===== src/hw/rak_defines.vh =====
// rak_defines.vh: register map, field positions and timing counts for the ramp and amplitude keying block
// assumes inclusion by the design files only
`ifndef RAK_DEFINES_VH
`define RAK_DEFINES_VH

// byte addresses of the register map, one 32-bit word apart up to status, then the bounds of the profile window
`define RAK_ADDR_CTRL1 8'h00
`define RAK_ADDR_CTRL2 8'h04
`define RAK_ADDR_UPDATE 8'h08
`define RAK_ADDR_LIM_LO 8'h0c
`define RAK_ADDR_LIM_HI 8'h10
`define RAK_ADDR_STEP_P 8'h14
`define RAK_ADDR_STEP_N 8'h18
`define RAK_ADDR_RATE 8'h1c
`define RAK_ADDR_STATUS 8'h20
`define RAK_ADDR_PROF_BASE 8'h40
`define RAK_ADDR_PROF_END 8'h5c

// control word one fields
`define RAK_BIT_AK_EN 8
`define RAK_BIT_AK_EXT 9
`define RAK_BIT_CLR_ACC 12
`define RAK_BIT_AUTOCLR 13
`define RAK_BIT_LOAD_RATE 15
// control word two fields
`define RAK_BIT_RAMP_EN 19
`define RAK_BIT_DEST_LO 20
`define RAK_BIT_DEST_HI 21

// ramp destination codes
`define RAK_DEST_FREQ 2'b00
`define RAK_DEST_PHASE 2'b01

// profile register layout: amplitude scale factor in [27:16], phase in [15:0]
`define RAK_ASF_LO 16
`define RAK_ASF_HI 27
`define RAK_POW_HI 15

// axi response codes
`define RAK_RESP_OKAY 2'b00
`define RAK_RESP_SLVERR 2'b10

// reset values
`define RAK_ZERO32 32'h0000_0000
`define RAK_RATE_ONE 16'h0001

`endif


===== src/hw/rak_sync.v =====
// rak_sync.v: two-stage synchroniser for a bus of pin levels
// assumes the pins are asynchronous to aclk
module rak_sync #(
    parameter WIDTH = 6
) (
    // clock and reset
    input wire aclk,
    input wire aresetn,
    // pins and synchronised levels
    input wire [WIDTH-1:0] pin_in,
    output reg [WIDTH-1:0] pin_sync
);

reg [WIDTH-1:0] meta_reg;

always @(posedge aclk) begin
    if (!aresetn) begin
        meta_reg <= {WIDTH{1'b0}};
        pin_sync <= {WIDTH{1'b0}};
    end else begin
        meta_reg <= pin_in;
        pin_sync <= meta_reg;
    end
end

endmodule // rak_sync


===== src/hw/rak_core.v =====
// rak_core.v: amplitude keying and ramp generator front end with an axi4-lite register slave
// assumes one clock aclk, synchronous low reset, pins from an outside controller
`include "rak_defines.vh"
module rak_core (
    // clock and reset
    input wire aclk,
    input wire aresetn,
    // axi4-lite write address
    input wire [7:0] s_axi_awaddr,
    input wire s_axi_awvalid,
    output wire s_axi_awready,
    // axi4-lite write data
    input wire [31:0] s_axi_wdata,
    input wire [3:0] s_axi_wstrb,
    input wire s_axi_wvalid,
    output wire s_axi_wready,
    // axi4-lite write response
    output reg [1:0] s_axi_bresp,
    output reg s_axi_bvalid,
    input wire s_axi_bready,
    // axi4-lite read address
    input wire [7:0] s_axi_araddr,
    input wire s_axi_arvalid,
    output wire s_axi_arready,
    // axi4-lite read data
    output reg [31:0] s_axi_rdata,
    output reg [1:0] s_axi_rresp,
    output reg s_axi_rvalid,
    input wire s_axi_rready,
    // external pins
    input wire amplitude_keying_pin,
    input wire [2:0] profile_pin,
    input wire ramp_direction_pin,
    input wire ramp_hold_pin,
    input wire io_update_pin,
    // synthesis parameters
    output reg [31:0] freq_word,
    output reg [15:0] phase_word,
    output reg [11:0] amp_word
);

// pin synchroniser
wire [6:0] pins_sync;
wire ak_pin_s = pins_sync[0];
wire [2:0] prof_s = pins_sync[3:1];
wire dir_s = pins_sync[4];
wire hold_s = pins_sync[5];
wire upd_s = pins_sync[6];

rak_sync #(.WIDTH(7)) u_sync (
    .aclk(aclk),
    .aresetn(aresetn),
    .pin_in({io_update_pin, ramp_hold_pin, ramp_direction_pin, profile_pin, amplitude_keying_pin}),
    .pin_sync(pins_sync)
);

// staged and active register sets
reg [31:0] control_word_one_reg;
reg [31:0] control_word_two_reg;
reg [31:0] lim_lo_reg;
reg [31:0] lim_hi_reg;
reg [31:0] step_p_reg;
reg [31:0] step_n_reg;
reg [31:0] rate_reg;
reg [31:0] prof_mem [0:7];
reg [31:0] act_one_reg;
reg [31:0] act_two_reg;
reg upd_prev_reg;
reg sw_upd_reg;

// byte-lane merge
function [31:0] rak_merge;
    input [31:0] old_v;
    input [31:0] new_v;
    input [3:0] strb;
    integer i;
    begin
        rak_merge = old_v;
        for (i = 0; i < 4; i = i + 1) begin
            if (strb[i]) begin
                rak_merge[i*8 +: 8] = new_v[i*8 +: 8];
            end
        end
    end
endfunction

// profile window decode
function rak_is_prof;
    input [7:0] addr;
    begin
        rak_is_prof = (addr >= `RAK_ADDR_PROF_BASE) && (addr <= `RAK_ADDR_PROF_END) && (addr[1:0] == 2'b00);
    end
endfunction

// axi write side: latch address and data in either order
reg [7:0] aw_addr_reg;
reg aw_full_reg;
reg [31:0] w_data_reg;
reg [3:0] w_strb_reg;
reg w_full_reg;
assign s_axi_awready = !aw_full_reg && !s_axi_bvalid;
assign s_axi_wready = !w_full_reg && !s_axi_bvalid;
wire wr_go = aw_full_reg && w_full_reg && !s_axi_bvalid;
wire wr_known = (aw_addr_reg <= `RAK_ADDR_RATE) || rak_is_prof(aw_addr_reg);
integer k;

always @(posedge aclk) begin
    if (!aresetn) begin
        aw_addr_reg <= 8'h00;
        aw_full_reg <= 1'b0;
        w_data_reg <= `RAK_ZERO32;
        w_strb_reg <= 4'h0;
        w_full_reg <= 1'b0;
        s_axi_bvalid <= 1'b0;
        s_axi_bresp <= `RAK_RESP_OKAY;
        control_word_one_reg <= `RAK_ZERO32;
        control_word_two_reg <= `RAK_ZERO32;
        lim_lo_reg <= `RAK_ZERO32;
        lim_hi_reg <= `RAK_ZERO32;
        step_p_reg <= `RAK_ZERO32;
        step_n_reg <= `RAK_ZERO32;
        rate_reg <= {`RAK_RATE_ONE, `RAK_RATE_ONE};
        sw_upd_reg <= 1'b0;
        for (k = 0; k < 8; k = k + 1) begin
            prof_mem[k] <= `RAK_ZERO32;
        end
    end else begin
        sw_upd_reg <= 1'b0;
        if (s_axi_awvalid && s_axi_awready) begin
            aw_addr_reg <= {s_axi_awaddr[7:2], 2'b00};
            aw_full_reg <= 1'b1;
        end
        if (s_axi_wvalid && s_axi_wready) begin
            w_data_reg <= s_axi_wdata;
            w_strb_reg <= s_axi_wstrb;
            w_full_reg <= 1'b1;
        end
        if (wr_go) begin
            aw_full_reg <= 1'b0;
            w_full_reg <= 1'b0;
            s_axi_bvalid <= 1'b1;
            s_axi_bresp <= wr_known ? `RAK_RESP_OKAY : `RAK_RESP_SLVERR;
            case (aw_addr_reg)
                `RAK_ADDR_CTRL1: begin
                    control_word_one_reg <= rak_merge(control_word_one_reg, w_data_reg, w_strb_reg);
                end
                `RAK_ADDR_CTRL2: begin
                    control_word_two_reg <= rak_merge(control_word_two_reg, w_data_reg, w_strb_reg);
                end
                `RAK_ADDR_UPDATE: begin
                    sw_upd_reg <= w_data_reg[0];
                end
                `RAK_ADDR_LIM_LO: begin
                    lim_lo_reg <= rak_merge(lim_lo_reg, w_data_reg, w_strb_reg);
                end
                `RAK_ADDR_LIM_HI: begin
                    lim_hi_reg <= rak_merge(lim_hi_reg, w_data_reg, w_strb_reg);
                end
                `RAK_ADDR_STEP_P: begin
                    step_p_reg <= rak_merge(step_p_reg, w_data_reg, w_strb_reg);
                end
                `RAK_ADDR_STEP_N: begin
                    step_n_reg <= rak_merge(step_n_reg, w_data_reg, w_strb_reg);
                end
                `RAK_ADDR_RATE: begin
                    rate_reg <= rak_merge(rate_reg, w_data_reg, w_strb_reg);
                end
                default: begin
                    if (rak_is_prof(aw_addr_reg)) begin
                        prof_mem[aw_addr_reg[4:2]] <= rak_merge(prof_mem[aw_addr_reg[4:2]], w_data_reg, w_strb_reg);
                    end
                end
            endcase
        end else if (s_axi_bvalid && s_axi_bready) begin
            s_axi_bvalid <= 1'b0;
        end
    end
end

// update event: pin rising edge or software strobe
wire upd_evt = (upd_s && !upd_prev_reg) || sw_upd_reg;

// active set loads on update only
always @(posedge aclk) begin
    if (!aresetn) begin
        act_one_reg <= `RAK_ZERO32;
        act_two_reg <= `RAK_ZERO32;
        upd_prev_reg <= 1'b0;
    end else begin
        upd_prev_reg <= upd_s;
        if (upd_evt) begin
            act_one_reg <= control_word_one_reg;
            act_two_reg <= control_word_two_reg;
        end
    end
end

wire ak_en = act_one_reg[`RAK_BIT_AK_EN];
wire ak_ext = act_one_reg[`RAK_BIT_AK_EXT];
wire clr_acc = act_one_reg[`RAK_BIT_CLR_ACC];
wire load_rate = act_one_reg[`RAK_BIT_LOAD_RATE];
wire ramp_en = act_two_reg[`RAK_BIT_RAMP_EN];
wire [1:0] dest = act_two_reg[`RAK_BIT_DEST_HI:`RAK_BIT_DEST_LO];

// ramp generator
reg [31:0] acc_reg;
reg [15:0] timer_reg;
reg dir_prev_reg;
reg en_prev_reg;
reg autoclr_pend_reg;
wire [31:0] up_sum = acc_reg + step_p_reg;
wire [31:0] dn_dif = acc_reg - step_n_reg;
wire up_ovf = up_sum < acc_reg;
wire dn_unf = dn_dif > acc_reg;
wire dir_chg = dir_s != dir_prev_reg;
wire en_rise = ramp_en && !en_prev_reg;
wire [15:0] rate_sel = dir_s ? rate_reg[15:0] : rate_reg[31:16];

always @(posedge aclk) begin
    if (!aresetn) begin
        acc_reg <= `RAK_ZERO32;
        timer_reg <= `RAK_RATE_ONE;
        dir_prev_reg <= 1'b0;
        en_prev_reg <= 1'b0;
        autoclr_pend_reg <= 1'b0;
    end else begin
        en_prev_reg <= ramp_en;
        autoclr_pend_reg <= upd_evt && control_word_one_reg[`RAK_BIT_AUTOCLR];
        if (ramp_en) begin
            dir_prev_reg <= dir_s;
            if (clr_acc || autoclr_pend_reg || (en_rise && !dir_s)) begin
                acc_reg <= lim_lo_reg;
                timer_reg <= rate_sel;
            end else if (en_rise || dir_chg || (upd_evt && load_rate)) begin
                timer_reg <= rate_sel;
            end else if (!hold_s) begin
                if (timer_reg > 16'h0001) begin
                    timer_reg <= timer_reg - 16'h0001;
                end else begin
                    timer_reg <= rate_sel;
                    if (dir_s) begin
                        acc_reg <= (up_ovf || up_sum > lim_hi_reg) ? lim_hi_reg : up_sum;
                    end else begin
                        acc_reg <= (dn_unf || dn_dif < lim_lo_reg) ? lim_lo_reg : dn_dif;
                    end
                end
            end
            if (acc_reg > lim_hi_reg) begin
                acc_reg <= lim_hi_reg;
            end else if (acc_reg < lim_lo_reg) begin
                acc_reg <= lim_lo_reg;
            end
        end
    end
end

// output mux
wire [31:0] prof_sel = prof_mem[prof_s];
always @(posedge aclk) begin
    if (!aresetn) begin
        freq_word <= `RAK_ZERO32;
        phase_word <= 16'h0000;
        amp_word <= 12'h000;
    end else begin
        phase_word <= prof_sel[`RAK_POW_HI:0];
        amp_word <= prof_sel[`RAK_ASF_HI:`RAK_ASF_LO];
        freq_word <= `RAK_ZERO32;
        if (ramp_en) begin
            case (dest)
                `RAK_DEST_FREQ: begin
                    freq_word <= acc_reg;
                end
                `RAK_DEST_PHASE: begin
                    phase_word <= {acc_reg[31:18], 2'b00};
                end
                default: begin
                    amp_word <= acc_reg[31:20];
                end
            endcase
        end
        if (ak_en) begin
            if (ak_ext && !ak_pin_s) begin
                amp_word <= 12'h000;
            end else begin
                amp_word <= prof_sel[`RAK_ASF_HI:`RAK_ASF_LO];
            end
        end
    end
end

// axi read side
reg [31:0] rd_val;
reg rd_ok;
assign s_axi_arready = !s_axi_rvalid;
always @* begin
    rd_ok = 1'b1;
    rd_val = `RAK_ZERO32;
    case ({s_axi_araddr[7:2], 2'b00})
        `RAK_ADDR_CTRL1: rd_val = control_word_one_reg;
        `RAK_ADDR_CTRL2: rd_val = control_word_two_reg;
        `RAK_ADDR_UPDATE: rd_val = `RAK_ZERO32;
        `RAK_ADDR_LIM_LO: rd_val = lim_lo_reg;
        `RAK_ADDR_LIM_HI: rd_val = lim_hi_reg;
        `RAK_ADDR_STEP_P: rd_val = step_p_reg;
        `RAK_ADDR_STEP_N: rd_val = step_n_reg;
        `RAK_ADDR_RATE: rd_val = rate_reg;
        `RAK_ADDR_STATUS: rd_val = acc_reg;
        default: begin
            if (rak_is_prof({s_axi_araddr[7:2], 2'b00})) begin
                rd_val = prof_mem[s_axi_araddr[4:2]];
            end else begin
                rd_ok = 1'b0;
            end
        end
    endcase
end

always @(posedge aclk) begin
    if (!aresetn) begin
        s_axi_rvalid <= 1'b0;
        s_axi_rdata <= `RAK_ZERO32;
        s_axi_rresp <= `RAK_RESP_OKAY;
    end else if (s_axi_arvalid && s_axi_arready) begin
        s_axi_rvalid <= 1'b1;
        s_axi_rdata <= rd_val;
        s_axi_rresp <= rd_ok ? `RAK_RESP_OKAY : `RAK_RESP_SLVERR;
    end else if (s_axi_rvalid && s_axi_rready) begin
        s_axi_rvalid <= 1'b0;
    end
end

endmodule // rak_core


===== config.mk =====
export PLATFORM = sky130hd
export DESIGN_NAME = rak_core
export DESIGN_NICKNAME = d
export VERILOG_FILES = /design/src/hw/rak_sync.v /design/src/hw/rak_core.v
export VERILOG_INCLUDE_DIRS = /design/src /design/src/hw
export SDC_FILE = /design/constraint.sdc
export NUM_CORES = 2
export LEC_CHECK = 0
export BUFFER_PORTS_ARGS = -buffer_cell sky130_fd_sc_hd__buf_4
export CORE_MARGIN = 4
export CORE_UTILIZATION = 63
export CTS_BUF_LIST = sky130_fd_sc_hd__clkbuf_16
export DETAILED_ROUTE_END_ITERATION = 16
export GPL_TIMING_DRIVEN = 1
export PLACE_DENSITY = 0.92
export SETUP_SLACK_MARGIN = 0.15
export SLEW_MARGIN = 20
export SYNTH_ARGS = -nofsm -noshare
export SYNTH_HDL_FRONTEND = slang
export SYNTH_SLANG_ARGS = --single-unit

===== constraint.sdc =====
create_clock -name aclk -period 6.3 [get_ports aclk]
set_input_delay 1.26 -clock aclk [delete_from_list [all_inputs] [get_ports aclk]]
set_output_delay 1.26 -clock aclk [all_outputs]
set_load 0.02 [all_outputs]

==> run metrics <==
P&R area growth vs syn 11.22%; area of the multi-input gates 21350 sq um; Hold Slack 0.4309 ns; first-pass GRT wire length 209000 um; Die Wd 257.6 um; vias per cell 7.054; Mapped Area 39250 sq um; Num CTS Buffers 71; warnings from Yosys 0; post-synth cell types 93; Worst-path clk slew 0.07 ns; CTS tree done; share of cells above drive strength 1 12.88%; RSZ-0062 raised after global routing false; Worst Setup End Kind flip-flop; cts-stage hold buffer count 0; commonest non-fill, non-tap cell in the layout dfxtp_1; post-route ant nets 0; Core ar. 61710 sq um; crit path kind flip-flop to flip-flop; placed cell area 41290 sq um; synthesized area per cell 9.680 sq um; worst r2r dst acc_reg[31]; Sink Count 694; status complete, no violations; nets 4447; initial core utilization 63.61%; final setup skew 0.03357 ns; max reg flops 256; Max-Cap Viols 0; Post-Synth XOR/XNOR Area 1.294%; Worst Tran Pin Value 1.174 ns; Worst Setup SP acc_reg[0]; die height 257.6 um; Core Rows 91; EDFF count, synth 256; fillcell total 4252; leakage power 17.40 nW; Startpoint Class flip-flop; Syn Inst Count 4055; r2r setup slk 0.29 ns; Routability Congestion 0.9771; Overall Power 0.009855 W; VDD IR-drop max 229.9 uV; largest net degree at the start of global routing 141; worst relative slew slack 21.46%; Async SR Flop Fraction 0%; Seq/Total Area, Yosys 41.92%; H-tree Lvls 3; cells on worst reg2reg path 23; I/O Pins 167; Final Util 70.74%; Synth Area in Compound Gates 14.55%; Post-Synth Adder-Cell Area 8.135%; FF+latch count, synth 694; worst reg2reg startpoint acc_reg[0]; Final Cell Area 43660 sq um; largest family of logic cells by synthesized area simple AND/OR/NAND/NOR gates; CP required 6.82 ns; Max FO, Critical Path 8; clk_lat worst skew 0.65 ns; crit path to acc_reg[31]; aggregate global routing overflow 0; CTS Buffer Depth 3; period utilisation layout 95.42%; final setup violation count 0; Sequential cell area 16460 sq um; simple-gate share of the synthesized area 17.14%; WL/cell 28.17 um; vias 35440; Total Wirelength 141500 um; most frequent cells in the layout dfxtp_1, nor2_1, nand2_1; Max Clk Rate 0.1663 GHz; Critical Path AT 6.53 ns; HPWL Detailed 101600 um; initial antenna violation count 9; Tot GR Track Use 41.17%; total negative slack 0 ns; IO Port Bufs 160; Initial DRT Pass Iterations 10; power per cell area 225.7 nW/um^2; mux share of post-synthesis cell area 12.92%; fin crit period 6.011 ns; worst hold-check path type flip-flop to flip-flop; Final Max Tran Viols 0; final hold vios 0; top_reg_cell synth dfxtp_1; vias in the first global route 34160; die area 66360 sq um; DRC 0; clock root cell clkbuf_16; largest register by flop count prof_mem; DR iter-0 viols 6609
## through the flow
step           instances  worst slack, ns
6_report            5024           0.2885
5_1_grt             5021           0.1628
4_1_cts             5018           0.1688
3_5_place_dp        4887          0.06191
3_3_place_gp        4887          0.09383
2_1_floorplan       4056            1.086
## metal layers
| metal | track usage, % | up-vias | wire length [um] |
|---|---|---|---|
| li1 | - | 15010 | - |
| met1 | 51.04 | 16620 | 47960 |
| met2 | 63.03 | 3044 | 61110 |
| met3 | 12.21 | 758 | 20490 |
| met4 | 26.68 | 6 | 11930 |
| met5 | 0 | - | 41 |
## logic make-up after synthesis
kind of cell / Yosys count
fa+ha+maj: 254
flops: 694
other cells: 1
compound gates: 878
buf+inv: 414
simple gates: 1400
xor+xnor: 58
mux: 356
## power breakdown
part	total (W)	leakage, nW	internal (W)	switching [W]
clock	0.00420	1.17	0.00228	0.00192
combinational	0.000734	10.0	0.000262	0.000471
sequential	0.00492	6.19	0.00475	0.000169
total	0.00985	17.4	0.00729	0.00256
## critical path, stage by stage, from the launching register on
cell and delay, ns:
dfxtp_1 0.31, inv_1 0.11, ha_1 0.19, inv_1 0.06
fa_1 0.42, a211oi_2 0.23, o21ai_1 0.16, o211ai_2 0.29
a41oi_2 0.24, a221oi_2 0.41, o21ai_2 0.15, a31oi_1 0.22
xor2_1 0.28, inv_1 0.13, ha_1 0.33, nand2_1 0.07
nor2_1 0.05, a2111oi_1 0.39, o31ai_1 0.23, or3_4 0.45
a32o_2 0.34, a221o_1 0.33, a21o_1 0.15, a221o_1 0.34
## worst min path at each step
stage                    endpoint          startpoint  slack (ns)  depth (start not counted)
4_1_cts        u_sync.pin_sync[5]  u_sync.meta_reg[5]        0.43                          1
3_5_place_dp   u_sync.pin_sync[5]  u_sync.meta_reg[5]        0.42                          1
2_1_floorplan  u_sync.pin_sync[0]  u_sync.meta_reg[0]        0.41                          1
6_report       u_sync.pin_sync[0]  u_sync.meta_reg[0]        0.43                          1
3_3_place_gp   u_sync.pin_sync[4]  u_sync.meta_reg[4]        0.42                          1
5_1_grt        u_sync.pin_sync[5]  u_sync.meta_reg[5]        0.44                          1
## Yosys cell counts (6+ instances only)
cell type  instances  area, sq um
nand3_1          174        870.8
a22oi_1           72        540.5
inv_1            157        589.3
nor3_1            32        160.2
edfxtp_1         256         7687
o211ai_1          26        195.2
xnor2_1           34        297.8
a41oi_1            8        70.07
a32o_1             7        70.07
nand4_1           37        231.5
a21oi_1          302         1511
and2_1           289         1808
dfxtp_1          438         8768
nor4_1            42        262.8
nor2b_1           21        131.4
a2111oi_0         36        315.3
a31oi_1           17        106.4
buf_1             24        90.09
nand2_1          344         1291
mux4_2           120         2703
o21ai_0          162        810.8
a21o_1            36        270.3
o21a_1            14        105.1
a221oi_1          16        140.1
and3_1            10        62.56
a211oi_1          41        307.8
a2bb2oi_1          8        70.07
or3_1              6        37.54
o31ai_1            9        67.56
xor2_1            24        210.2
o21ai_1            7        35.03
a222oi_1          32        320.3
a22o_1             7        61.31
mux2i_1          230         2302
a211o_1            9        78.83
clkbuf_1         222        833.3
o22ai_1           11        68.82
ha_1             252         3153
nand2b_1          21        131.4
nor2_1           395         1483
mux2_2             6        67.56
a221o_1            9        90.09
## repair_timing
action,in CTS,in global routing
pin swaps,1,2
setup buffers,1,1
resized for setup,1,11
endpoints found under the setup margin,5,31
## final cells by class
type / count / area share [%]
inverters: 159 / 1.384
clock buffers: 74 / 4.242
flip-flops and latches: 694 / 37.71
well taps: 837 / 2.399
multi-input cells: 2948 / 48.91
repair buffers: 253 / 4.396
diodes: 3 / 0.01720
clock inverters: 56 / 0.9400
Note: power is estimated with default switching activity, not from simulation.
